===== src/ptm_regs.svh =====
`ifndef PTM_REGS_SVH
`define PTM_REGS_SVH

`define PTM_OFS_CONTROL 12'h000
`define PTM_OFS_COUNT 12'h004
`define PTM_OFS_PERIOD 12'h008
`define PTM_OFS_IRQ_STATUS 12'h00c
`define PTM_OFS_IRQ_MASK 12'h010

`define PTM_CTL_PRE_LSB 0
`define PTM_CTL_RUN_BIT 2
`define PTM_CTL_POST_LSB 3
`define PTM_CTL_IMPL_MASK 8'h7f

`define PTM_RST_CONTROL 8'h00
`define PTM_RST_COUNT 8'h00
`define PTM_RST_PERIOD 8'hff

`define PTM_PRE_DIV4_LAST 6'h03
`define PTM_PRE_DIV16_LAST 6'h0f
`define PTM_PRE_DIV64_LAST 6'h3f
`define PTM_INSTR_CLK_DIV 2

`define PTM_IRQ_MATCH_BIT 0

`endif


===== src/ptm_pkg.sv =====
package ptm_pkg;
    typedef struct packed {
        logic [3:0] post_divide_select;
        logic count_run_enable;
        logic [1:0] pre_divide_select;
    } ptm_ctl_s;

    typedef enum logic [1:0] {
        PTM_RESP_OKAY = 2'b00,
        PTM_RESP_SLVERR = 2'b10
    } ptm_resp_e;
endpackage


===== src/ptm_scaler.sv =====
`timescale 1ns/1ns
`include "ptm_regs.svh"
// counter for the prescaler only: tick generator from the decoded terminal count i_last
module ptm_scaler
    import ptm_pkg::*;
#(
    parameter int WIDTH = 6
) (
    input wire logic i_clk_sys,
    input wire logic i_srst,
    input wire logic i_clr,
    input wire logic i_en,
    input wire logic [WIDTH-1:0] i_last,
    output logic o_tick
);
    logic [WIDTH-1:0] cnt_q;
    logic [WIDTH-1:0] cnt_d;

    always_comb begin
        cnt_d = cnt_q;
        o_tick = 1'b0;
        if (i_en) begin
            if (cnt_q >= i_last) begin
                cnt_d = '0;
                o_tick = 1'b1;
            end else begin
                cnt_d = cnt_q + 1'b1;
            end
        end
        if (i_clr) begin
            cnt_d = '0;
        end
    end

    always_ff @(posedge i_clk_sys) begin
        if (i_srst) begin
            cnt_q <= '0;
        end else begin
            cnt_q <= cnt_d;
        end
    end
endmodule


===== src/ptm_timer.sv =====
// Added by the designer: the placing of the registers and register access over AXI4-Lite.
`timescale 1ns/1ns
`include "ptm_regs.svh"
// Overview of operation
// control bit 7 is unimplemented, reads zero, writes ignored.
// prescale field bits 1-0 divides timer clock by 1, 4, 16, 64.
// all implemented control bits read/write and clear on every reset.
// eight-bit count register readable and writable, plus eight-bit period register.
// run enable bit 2 advances count per prescaled clock; zero holds.
// postscale bits 6-3 raise match flag every N matches, N=code+1.
// count equal to period gives match pulse, count reloads zero next tick.
// count or control write clears prescaler and postscaler; control write keeps count.
// reset clears count to zero and sets period to all ones.
module ptm_timer
    import ptm_pkg::*;
(
    input wire logic i_clk_sys,
    input wire logic i_srst,
    input wire logic [11:0] i_awaddr,
    input wire logic i_awvalid,
    output logic o_awready,
    input wire logic [31:0] i_wdata,
    input wire logic [3:0] i_wstrb,
    input wire logic i_wvalid,
    output logic o_wready,
    output logic [1:0] o_bresp,
    output logic o_bvalid,
    input wire logic i_bready,
    input wire logic [11:0] i_araddr,
    input wire logic i_arvalid,
    output logic o_arready,
    output logic [31:0] o_rdata,
    output logic [1:0] o_rresp,
    output logic o_rvalid,
    input wire logic i_rready,
    output logic o_period_match_pulse,
    output logic o_irq
);
    // ==========================================================
    // register bus
    logic aw_hold_q, aw_hold_d;
    logic [11:0] aw_addr_q, aw_addr_d;
    logic w_hold_q, w_hold_d;
    logic [31:0] w_data_q, w_data_d;
    logic w_lane0_q, w_lane0_d;
    logic bvalid_q, bvalid_d;
    logic [1:0] bresp_q, bresp_d;
    logic rvalid_q, rvalid_d;
    logic [1:0] rresp_q, rresp_d;
    logic [31:0] rdata_q, rdata_d;
    logic wr_go;
    logic [7:0] wr_byte;

    ptm_ctl_s ctl_q, ctl_d;
    logic [7:0] count_value_q, count_value_d;
    logic [7:0] period_value_q, period_value_d;
    logic match_event_flag_q, match_event_flag_d;
    logic flag_set;
    logic match_event_enable_q, match_event_enable_d;
    logic [3:0] post_cnt_q, post_cnt_d;
    logic instr_phase_q, instr_phase_d;
    logic match_pend_q, match_pend_d;
    logic pulse_q, pulse_d;
    logic wr_ctl, wr_cnt, wr_per, wr_sts, wr_msk;
    logic scaler_clr, pre_tick;
    logic [5:0] pre_last;

    assign o_awready = !aw_hold_q;
    assign o_wready = !w_hold_q;
    assign o_bvalid = bvalid_q;
    assign o_bresp = bresp_q;
    assign o_arready = !rvalid_q;
    assign o_rvalid = rvalid_q;
    assign o_rresp = rresp_q;
    assign o_rdata = rdata_q;

    assign wr_go = aw_hold_q && w_hold_q && !bvalid_q;
    assign wr_byte = w_data_q[7:0];
    assign wr_ctl = wr_go && w_lane0_q && aw_addr_q == `PTM_OFS_CONTROL;
    assign wr_cnt = wr_go && w_lane0_q && aw_addr_q == `PTM_OFS_COUNT;
    assign wr_per = wr_go && w_lane0_q && aw_addr_q == `PTM_OFS_PERIOD;
    assign wr_sts = wr_go && w_lane0_q && aw_addr_q == `PTM_OFS_IRQ_STATUS;
    assign wr_msk = wr_go && w_lane0_q && aw_addr_q == `PTM_OFS_IRQ_MASK;

    function automatic logic addr_known(input logic [11:0] a);
        addr_known = a == `PTM_OFS_CONTROL || a == `PTM_OFS_COUNT || a == `PTM_OFS_PERIOD
            || a == `PTM_OFS_IRQ_STATUS || a == `PTM_OFS_IRQ_MASK;
    endfunction

    always_comb begin
        aw_hold_d = aw_hold_q;
        aw_addr_d = aw_addr_q;
        w_hold_d = w_hold_q;
        w_data_d = w_data_q;
        w_lane0_d = w_lane0_q;
        bvalid_d = bvalid_q;
        bresp_d = bresp_q;
        if (i_awvalid && !aw_hold_q) begin
            aw_hold_d = 1'b1;
            aw_addr_d = {i_awaddr[11:2], 2'b00};
        end
        if (i_wvalid && !w_hold_q) begin
            w_hold_d = 1'b1;
            w_data_d = i_wdata;
            w_lane0_d = i_wstrb[0];
        end
        if (wr_go) begin
            aw_hold_d = 1'b0;
            w_hold_d = 1'b0;
            bvalid_d = 1'b1;
            bresp_d = addr_known(aw_addr_q) ? PTM_RESP_OKAY : PTM_RESP_SLVERR;
        end else if (bvalid_q && i_bready) begin
            bvalid_d = 1'b0;
        end
    end

    // reads sample live state; one cycle from address to data
    always_comb begin
        rvalid_d = rvalid_q;
        rresp_d = rresp_q;
        rdata_d = rdata_q;
        if (i_arvalid && !rvalid_q) begin
            rvalid_d = 1'b1;
            rresp_d = PTM_RESP_OKAY;
            rdata_d = 32'h0000_0000;
            case ({i_araddr[11:2], 2'b00})
                `PTM_OFS_CONTROL: rdata_d[7:0] = {1'b0, ctl_q};
                `PTM_OFS_COUNT: rdata_d[7:0] = count_value_q;
                `PTM_OFS_PERIOD: rdata_d[7:0] = period_value_q;
                `PTM_OFS_IRQ_STATUS: rdata_d[`PTM_IRQ_MATCH_BIT] = match_event_flag_q;
                `PTM_OFS_IRQ_MASK: rdata_d[`PTM_IRQ_MATCH_BIT] = match_event_enable_q;
                default: rresp_d = PTM_RESP_SLVERR;
            endcase
        end else if (rvalid_q && i_rready) begin
            rvalid_d = 1'b0;
        end
    end

    always_ff @(posedge i_clk_sys) begin
        if (i_srst) begin
            aw_hold_q <= 1'b0;
            aw_addr_q <= 12'h000;
            w_hold_q <= 1'b0;
            w_data_q <= 32'h0000_0000;
            w_lane0_q <= 1'b0;
            bvalid_q <= 1'b0;
            bresp_q <= 2'b00;
            rvalid_q <= 1'b0;
            rresp_q <= 2'b00;
            rdata_q <= 32'h0000_0000;
        end else begin
            aw_hold_q <= aw_hold_d;
            aw_addr_q <= aw_addr_d;
            w_hold_q <= w_hold_d;
            w_data_q <= w_data_d;
            w_lane0_q <= w_lane0_d;
            bvalid_q <= bvalid_d;
            bresp_q <= bresp_d;
            rvalid_q <= rvalid_d;
            rresp_q <= rresp_d;
            rdata_q <= rdata_d;
        end
    end

    // ==========================================================
    // timer core
    // timer input is the instruction clock: one enable every PTM_INSTR_CLK_DIV cycles
    always_comb begin
        case (ctl_q.pre_divide_select)
            2'b00: pre_last = 6'h00;
            2'b01: pre_last = `PTM_PRE_DIV4_LAST;
            2'b10: pre_last = `PTM_PRE_DIV16_LAST;
            default: pre_last = `PTM_PRE_DIV64_LAST;
        endcase
    end

    assign scaler_clr = wr_ctl || wr_cnt;

    ptm_scaler #(.WIDTH(6)) u_pre (
        .i_clk_sys(i_clk_sys),
        .i_srst(i_srst),
        .i_clr(scaler_clr),
        .i_en(instr_phase_q && ctl_q.count_run_enable),
        .i_last(pre_last),
        .o_tick(pre_tick)
    );

    always_comb begin
        ctl_d = ctl_q;
        count_value_d = count_value_q;
        period_value_d = period_value_q;
        post_cnt_d = post_cnt_q;
        match_pend_d = match_pend_q;
        pulse_d = pulse_q;
        match_event_flag_d = match_event_flag_q;
        match_event_enable_d = match_event_enable_q;
        instr_phase_d = !instr_phase_q;
        flag_set = 1'b0;
        if (pre_tick) begin
            pulse_d = 1'b0;
            if (match_pend_q) begin
                count_value_d = 8'h00;
                match_pend_d = 1'b0;
            end else begin
                count_value_d = count_value_q + 8'h01;
            end
            if (count_value_d == period_value_q) begin
                match_pend_d = 1'b1;
                pulse_d = 1'b1;
                if (post_cnt_q >= ctl_q.post_divide_select) begin
                    post_cnt_d = 4'h0;
                    match_event_flag_d = 1'b1;
                    flag_set = 1'b1;
                end else begin
                    post_cnt_d = post_cnt_q + 4'h1;
                end
            end
        end
        if (!ctl_q.count_run_enable) begin
            pulse_d = 1'b0;
        end
        // software clear loses to a same-cycle hardware set
        // keyed on the set event itself, so an already-set flag with no new set is still cleared
        if (wr_sts && wr_byte[`PTM_IRQ_MATCH_BIT] && !flag_set) begin
            match_event_flag_d = 1'b0;
        end
        if (wr_msk) begin
            match_event_enable_d = wr_byte[`PTM_IRQ_MATCH_BIT];
        end
        if (wr_ctl) begin
            ctl_d = wr_byte[6:0];
            post_cnt_d = 4'h0;
        end
        if (wr_cnt) begin
            count_value_d = wr_byte;
            post_cnt_d = 4'h0;
            match_pend_d = 1'b0;
        end
        if (wr_per) begin
            period_value_d = wr_byte;
        end
    end

    always_ff @(posedge i_clk_sys) begin
        if (i_srst) begin
            ctl_q <= 7'(`PTM_RST_CONTROL);
            count_value_q <= `PTM_RST_COUNT;
            period_value_q <= `PTM_RST_PERIOD;
            post_cnt_q <= 4'h0;
            match_pend_q <= 1'b0;
            pulse_q <= 1'b0;
            instr_phase_q <= 1'b0;
            match_event_flag_q <= 1'b0;
            match_event_enable_q <= 1'b0;
        end else begin
            ctl_q <= ctl_d;
            count_value_q <= count_value_d;
            period_value_q <= period_value_d;
            post_cnt_q <= post_cnt_d;
            match_pend_q <= match_pend_d;
            pulse_q <= pulse_d;
            instr_phase_q <= instr_phase_d;
            match_event_flag_q <= match_event_flag_d;
            match_event_enable_q <= match_event_enable_d;
        end
    end

    // match pulse lasts one scaled timer period
    assign o_period_match_pulse = pulse_q;
    assign o_irq = match_event_flag_q && match_event_enable_q;

    // ==========================================================
    // assertions
    a_ctl_msb_zero: assert property (@(posedge i_clk_sys) disable iff (i_srst)
        rvalid_q && $past(i_arvalid && !rvalid_q && i_araddr[11:2] == 10'h000) |-> !rdata_q[7])
        else $error("control bit 7 read as one");
    a_pre_div_four: assert property (@(posedge i_clk_sys) disable iff (i_srst)
        pre_tick && ctl_q.pre_divide_select == 2'b01 && ctl_q.count_run_enable && !scaler_clr
        ##1 (!scaler_clr && ctl_q.pre_divide_select == 2'b01 && ctl_q.count_run_enable)[*7]
        |=> pre_tick)
        else $error("divide by four tick spacing wrong");
    a_ctl_reset_zero: assert property (@(posedge i_clk_sys)
        $past(i_srst) |-> ctl_q == 7'h00 && count_value_q == 8'h00)
        else $error("control or count not cleared by reset");
    a_period_reset: assert property (@(posedge i_clk_sys) $past(i_srst) |-> period_value_q == 8'hff)
        else $error("period not all ones after reset");
    a_count_write: assert property (@(posedge i_clk_sys) disable iff (i_srst)
        wr_cnt |=> count_value_q == $past(wr_byte))
        else $error("count write not stored");
    a_stop_holds: assert property (@(posedge i_clk_sys) disable iff (i_srst)
        !ctl_q.count_run_enable && !wr_cnt |=> count_value_q == $past(count_value_q))
        else $error("count moved while stopped");
    a_match_reload: assert property (@(posedge i_clk_sys) disable iff (i_srst)
        pre_tick && match_pend_q && !wr_cnt |=> count_value_q == 8'h00)
        else $error("count not reloaded after match");
    a_ctl_keeps_count: assert property (@(posedge i_clk_sys) disable iff (i_srst)
        wr_ctl && !wr_cnt && !pre_tick |=> count_value_q == $past(count_value_q) && post_cnt_q == 4'h0)
        else $error("control write disturbed count or postscaler");
    a_post_one_to_one: assert property (@(posedge i_clk_sys) disable iff (i_srst)
        pre_tick && !wr_ctl && !wr_cnt && ctl_q.post_divide_select == 4'h0
        && count_value_d == period_value_q |=> match_event_flag_q)
        else $error("1:1 postscale did not set flag");
    a_run_advance: assert property (@(posedge i_clk_sys) disable iff (i_srst)
        pre_tick && !match_pend_q && !wr_cnt |=> count_value_q == $past(count_value_q) + 8'h01)
        else $error("count did not advance on prescaled tick");
    a_idle_holds: assert property (@(posedge i_clk_sys) disable iff (i_srst)
        !pre_tick && !wr_cnt |=> count_value_q == $past(count_value_q))
        else $error("count moved without a prescaled tick");
    a_match_pulse: assert property (@(posedge i_clk_sys) disable iff (i_srst)
        pre_tick && !wr_cnt && count_value_d == period_value_q |=> pulse_q && match_pend_q)
        else $error("match did not raise pulse and arm reload");
    a_pulse_holds: assert property (@(posedge i_clk_sys) disable iff (i_srst)
        pulse_q && !pre_tick && ctl_q.count_run_enable |=> pulse_q)
        else $error("match pulse shorter than one timer period");
    a_pend_cancel: assert property (@(posedge i_clk_sys) disable iff (i_srst)
        wr_cnt |=> !match_pend_q)
        else $error("count write left a reload pending");
    a_cnt_write_post: assert property (@(posedge i_clk_sys) disable iff (i_srst)
        wr_cnt |=> post_cnt_q == 4'h0)
        else $error("count write did not clear postscaler");
    a_period_write: assert property (@(posedge i_clk_sys) disable iff (i_srst)
        wr_per |=> period_value_q == $past(wr_byte))
        else $error("period write not stored");
    a_ctl_write: assert property (@(posedge i_clk_sys) disable iff (i_srst)
        wr_ctl |=> ctl_q == $past(wr_byte[6:0]))
        else $error("control write not stored");
    a_flag_with_pulse: assert property (@(posedge i_clk_sys) disable iff (i_srst)
        $rose(match_event_flag_q) |-> pulse_q)
        else $error("match flag rose without a match pulse");
    a_set_beats_clear: assert property (@(posedge i_clk_sys) disable iff (i_srst)
        flag_set |=> match_event_flag_q)
        else $error("hardware set lost to software clear");
    a_flag_clear: assert property (@(posedge i_clk_sys) disable iff (i_srst)
        wr_sts && wr_byte[`PTM_IRQ_MATCH_BIT] && !flag_set |=> !match_event_flag_q)
        else $error("write one did not clear match flag");
    a_post_counts: assert property (@(posedge i_clk_sys) disable iff (i_srst)
        pre_tick && !wr_ctl && !wr_cnt && count_value_d == period_value_q
        && post_cnt_q < ctl_q.post_divide_select |=> post_cnt_q == $past(post_cnt_q) + 4'h1)
        else $error("postscaler did not count a match");
    a_unmapped_read: assert property (@(posedge i_clk_sys) disable iff (i_srst)
        rvalid_q && $past(i_arvalid && !rvalid_q && !addr_known({i_araddr[11:2], 2'b00}))
        |-> rdata_q == 32'h0000_0000 && rresp_q == PTM_RESP_SLVERR)
        else $error("unmapped read not refused");
    a_count_readback: assert property (@(posedge i_clk_sys) disable iff (i_srst)
        rvalid_q && $past(i_arvalid && !rvalid_q && {i_araddr[11:2], 2'b00} == `PTM_OFS_COUNT)
        |-> rdata_q[7:0] == $past(count_value_q))
        else $error("count read returned wrong value");
endmodule


===== config.mk =====
export PLATFORM = sky130hd
export DESIGN_NAME = ptm_timer
export DESIGN_NICKNAME = d
export VERILOG_FILES = /design/src/ptm_pkg.sv /design/src/ptm_scaler.sv /design/src/ptm_timer.sv
export VERILOG_INCLUDE_DIRS = /design/src /design/src/src
export SDC_FILE = /design/constraint.sdc
export NUM_CORES = 1
export LEC_CHECK = 0
export BUFFER_PORTS_ARGS = -buffer_cell sky130_fd_sc_hd__buf_4
export CAP_MARGIN = 10
export CORE_ASPECT_RATIO = 1.4
export CORE_MARGIN = 1.5
export CORE_UTILIZATION = 35
export DETAILED_ROUTE_END_ITERATION = 16
export MAX_ROUTING_LAYER = met4
export PLACE_DENSITY = 0.57
export SYNTH_ARGS = -nofsm -noshare
export SYNTH_HDL_FRONTEND = slang
export SYNTH_SLANG_ARGS = --single-unit

===== constraint.sdc =====
create_clock -name i_clk_sys -period 3.65 [get_ports i_clk_sys]
set_clock_uncertainty 0.15 [all_clocks]
set_input_delay 0.73 -clock i_clk_sys [delete_from_list [all_inputs] [get_ports i_clk_sys]]
set_output_delay 0.73 -clock i_clk_sys [all_outputs]
set_load 0.05 [all_outputs]

==> flow_summary.json <==
{
  "outcome": "finished, final reports clean",
  "crit_required_ns": 3.76,
  "p_leak_nw": 1.81,
  "drv_slew": 0,
  "most-common-layout-cells": "71 x dfxtp_1, 70 x nand2_1, 55 x buf_4, 49 x nor2_1, 38 x a21oi_1",
  "root_buffer": "clkbuf_16",
  "min_period_over_period_pct": 83.9,
  "timing_worst_setup_path_type": "register to register",
  "cp_max_fo": 9,
  "min_path_type": "register to register",
  "cts_num_sinks": 71,
  "worst_pin_slew_ns": 0.674,
  "setup_ws_ns": 0.587,
  "max_freq_mhz": 326,
  "start_util_pct": 36.0,
  "place.gp.congestion": 0.835,
  "clockBufferDepth": 2,
  "ys_seq_elements": 71,
  "antennaDiodeCount": 0,
  "mappedNetlistArea_sq_um": 3720,
  "dp_hpwl_um": 6520,
  "syn_to_final_growth_pct": 19.3,
  "fin_util_pct": 43.0,
  "hold_viol": 0,
  "port_buffers": 52,
  "grt_usage_pct": 16.7,
  "vias": 3222,
  "min_period_ns": 3.06,
  "clkTransAtPathRegs_ns": 0.06,
  "timing.reg2reg.setup_slack_ns": 0.59,
  "synthArstFlopShare_pct": 0,
  "layout_commonest_cell": "dfxtp_1",
  "ir_worst_vdd_v": 0.000319,
  "drt_pass1_iterations": 4,
  "post_cts_resized": 0,
  "startpoint_type": "register",
  "rows": 44,
  "grt_max_degree": 61,
  "reg2reg_to": "post_cnt_q[3]",
  "final_antenna_net_count": 0,
  "drc_errors": 0,
  "grt_remaining_overflow": 0,
  "vias_per_cell": 4.96,
  "setup.worst_path.start": "count_value_q[0]",
  "final_net_count": 584,
  "cts_buffers": 9,
  "postCtsSetupBuffers": 0,
  "synth_ff_type": "dfxtp_1",
  "avgSynthCellArea_sq_um": 8.10,
  "htreeDepth": 3,
  "drt_iter0_drc": 151,
  "postSynthCellCount": 460,
  "pre_cts_slack_ns": 0.609,
  "rsz0062_at_grt": "false",
  "timing.setup.tns_ns": 0,
  "cellPowerDensity_nw_per_um2": 433,
  "critPathCaptureType": "register",
  "worstSkewPairLatency_ns": 0.33,
  "synth_edf_count": 0,
  "wl_per_cell_um": 13.4,
  "synth.distinct_cells": 53,
  "die_x_um": 90.2,
  "setup_violations": 0,
  "r2r_start": "count_value_q[0]",
  "crit_path_end": "post_cnt_q[3]",
  "dieArea_sq_um": 11300,
  "drive_gt1_share_pct": 15.1,
  "cts_hold_buf": 0,
  "rr_worst_depth": 8,
  "grt_pass1_vias": 3188,
  "fp.dieH_um": 125,
  "io_pins": 110,
  "synth_seq_area_share_pct": 38.2,
  "maxSlewHeadroom_pct": 54.8,
  "synth_warnings": 0,
  "drv_cap": 0,
  "grt_pass1_wl_um": 14800,
  "antenna_found_initial": 0,
  "core_sq_um": 10300,
  "cts_tree": "done",
  "wirelength_um": 8670,
  "worstPathArrival_ns": 3.18
}
area by class of cell:
class                      count  area [sq um]
timing repair buffer          55           413
sequential                    71          1420
multi-input combinational    354          2070
clock buffer                  14           274
clock inverter                 2          37.5
inverter                      15          56.3
tap                          138           173
fill                        1070          5900
registers in the layout (all words and copies together), names as in the netlist:
register              cells
period_value_q            8
w_hold_q                  1
u_pre.cnt_q               6
o_rdata                   8
o_bvalid                  1
aw_hold_q                 1
o_rresp                   1
o_rvalid                  1
w_data_q                  8
count_value_q             8
o_period_match_pulse      1
match_event_enable_q      1
w_lane0_q                 1
match_event_flag_q        1
instr_phase_q             1
ctl_q                     7
post_cnt_q                4
aw_addr_q                10
match_pend_q              1
o_bresp                   1
per-layer routing:
layer	track usage [%]	vias up	wire, um
met2	28.8	108	4330
met4	8.50	0	245
li1	-	1639	-
met1	17.8	1460	3530
met5	-	-	0
met3	3.89	15	566
report_power, final:
| part | leakage, nW | internal (W) | total [W] | switching, W |
|---|---|---|---|---|
| sequential | 0.577 | 0.000796 | 0.000817 | 0.0000209 |
| combinational | 1.09 | 0.0000600 | 0.000203 | 0.000143 |
| clock | 0.149 | 0.000585 | 0.000904 | 0.000318 |
| total | 1.81 | 0.00144 | 0.00192 | 0.000482 |
worst min-delay path by stage:
stage | from | end | cells after the start
after floorplan | instr_phase_q | instr_phase_q | 1
after global placement | instr_phase_q | instr_phase_q | 1
after detailed placement | instr_phase_q | instr_phase_q | 1
after CTS | instr_phase_q | instr_phase_q | 1
after global routing | aw_addr_q[8] | aw_addr_q[8] | 2
final | instr_phase_q | instr_phase_q | 1
Yosys cell counts, types with 3 or more instances:
cell | number | share of area, %
o21a_1 | 4 | 0.81
nand2_1 | 70 | 7.1
nand4_1 | 5 | 0.84
or3_1 | 5 | 0.84
nand4b_1 | 3 | 0.71
xnor2_1 | 5 | 1.2
or2_2 | 4 | 0.67
a22oi_1 | 7 | 1.4
nand2b_1 | 4 | 0.67
a21o_1 | 3 | 0.60
a21oi_1 | 38 | 5.1
mux2i_1 | 17 | 4.6
nand3_1 | 4 | 0.54
a211oi_1 | 13 | 2.6
buf_4 | 26 | 5.2
a211o_1 | 8 | 1.9
nor2b_1 | 16 | 2.7
dfxtp_1 | 71 | 38
xor2_1 | 5 | 1.2
o21ai_0 | 17 | 2.3
nor2_1 | 49 | 4.9
inv_1 | 15 | 1.5
or4_1 | 3 | 0.60
clkbuf_1 | 14 | 1.4
and2_1 | 3 | 0.50
ha_1 | 11 | 3.7
nor3_1 | 9 | 1.2
critical path, stage by stage, from the launching register on:
cell and delay [ns]:
dfxtp_1 0.46, ha_1 0.31, nand3_4 0.14, o21ai_0 0.37
a41oi_1 0.17, o32a_1 0.34, a211o_1 0.37, or4_1 0.52
a21oi_1 0.15
stage by stage:
step                hold slack (ns)  cells  power, W  instance area (sq um)
detailed placement            0.272    633   0.00104                   4130
global placement              0.271    633   0.00103                   4130
finish                        0.282    649   0.00192                   4450
global route                  0.323    649   0.00200                   4450
floorplan                     0.258    485  0.000997                   3820
CTS                           0.280    649   0.00195                   4450
kinds of logic (layout without fill, tap and decap cells):
logic type | count (synthesis) | after routing | share of synthesized area [%]
buf+inv | 60 | 86 | 8.77
flops | 71 | 71 | 38.2
simple gates | 187 | 187 | 24.2
xor+xnor | 10 | 10 | 2.35
fa+ha+maj | 11 | 11 | 3.69
mux | 19 | 19 | 5.48
compound gates | 101 | 101 | 17.3
other cells | 1 | 26 | 0.101
(Power assumes the default switching activity.)
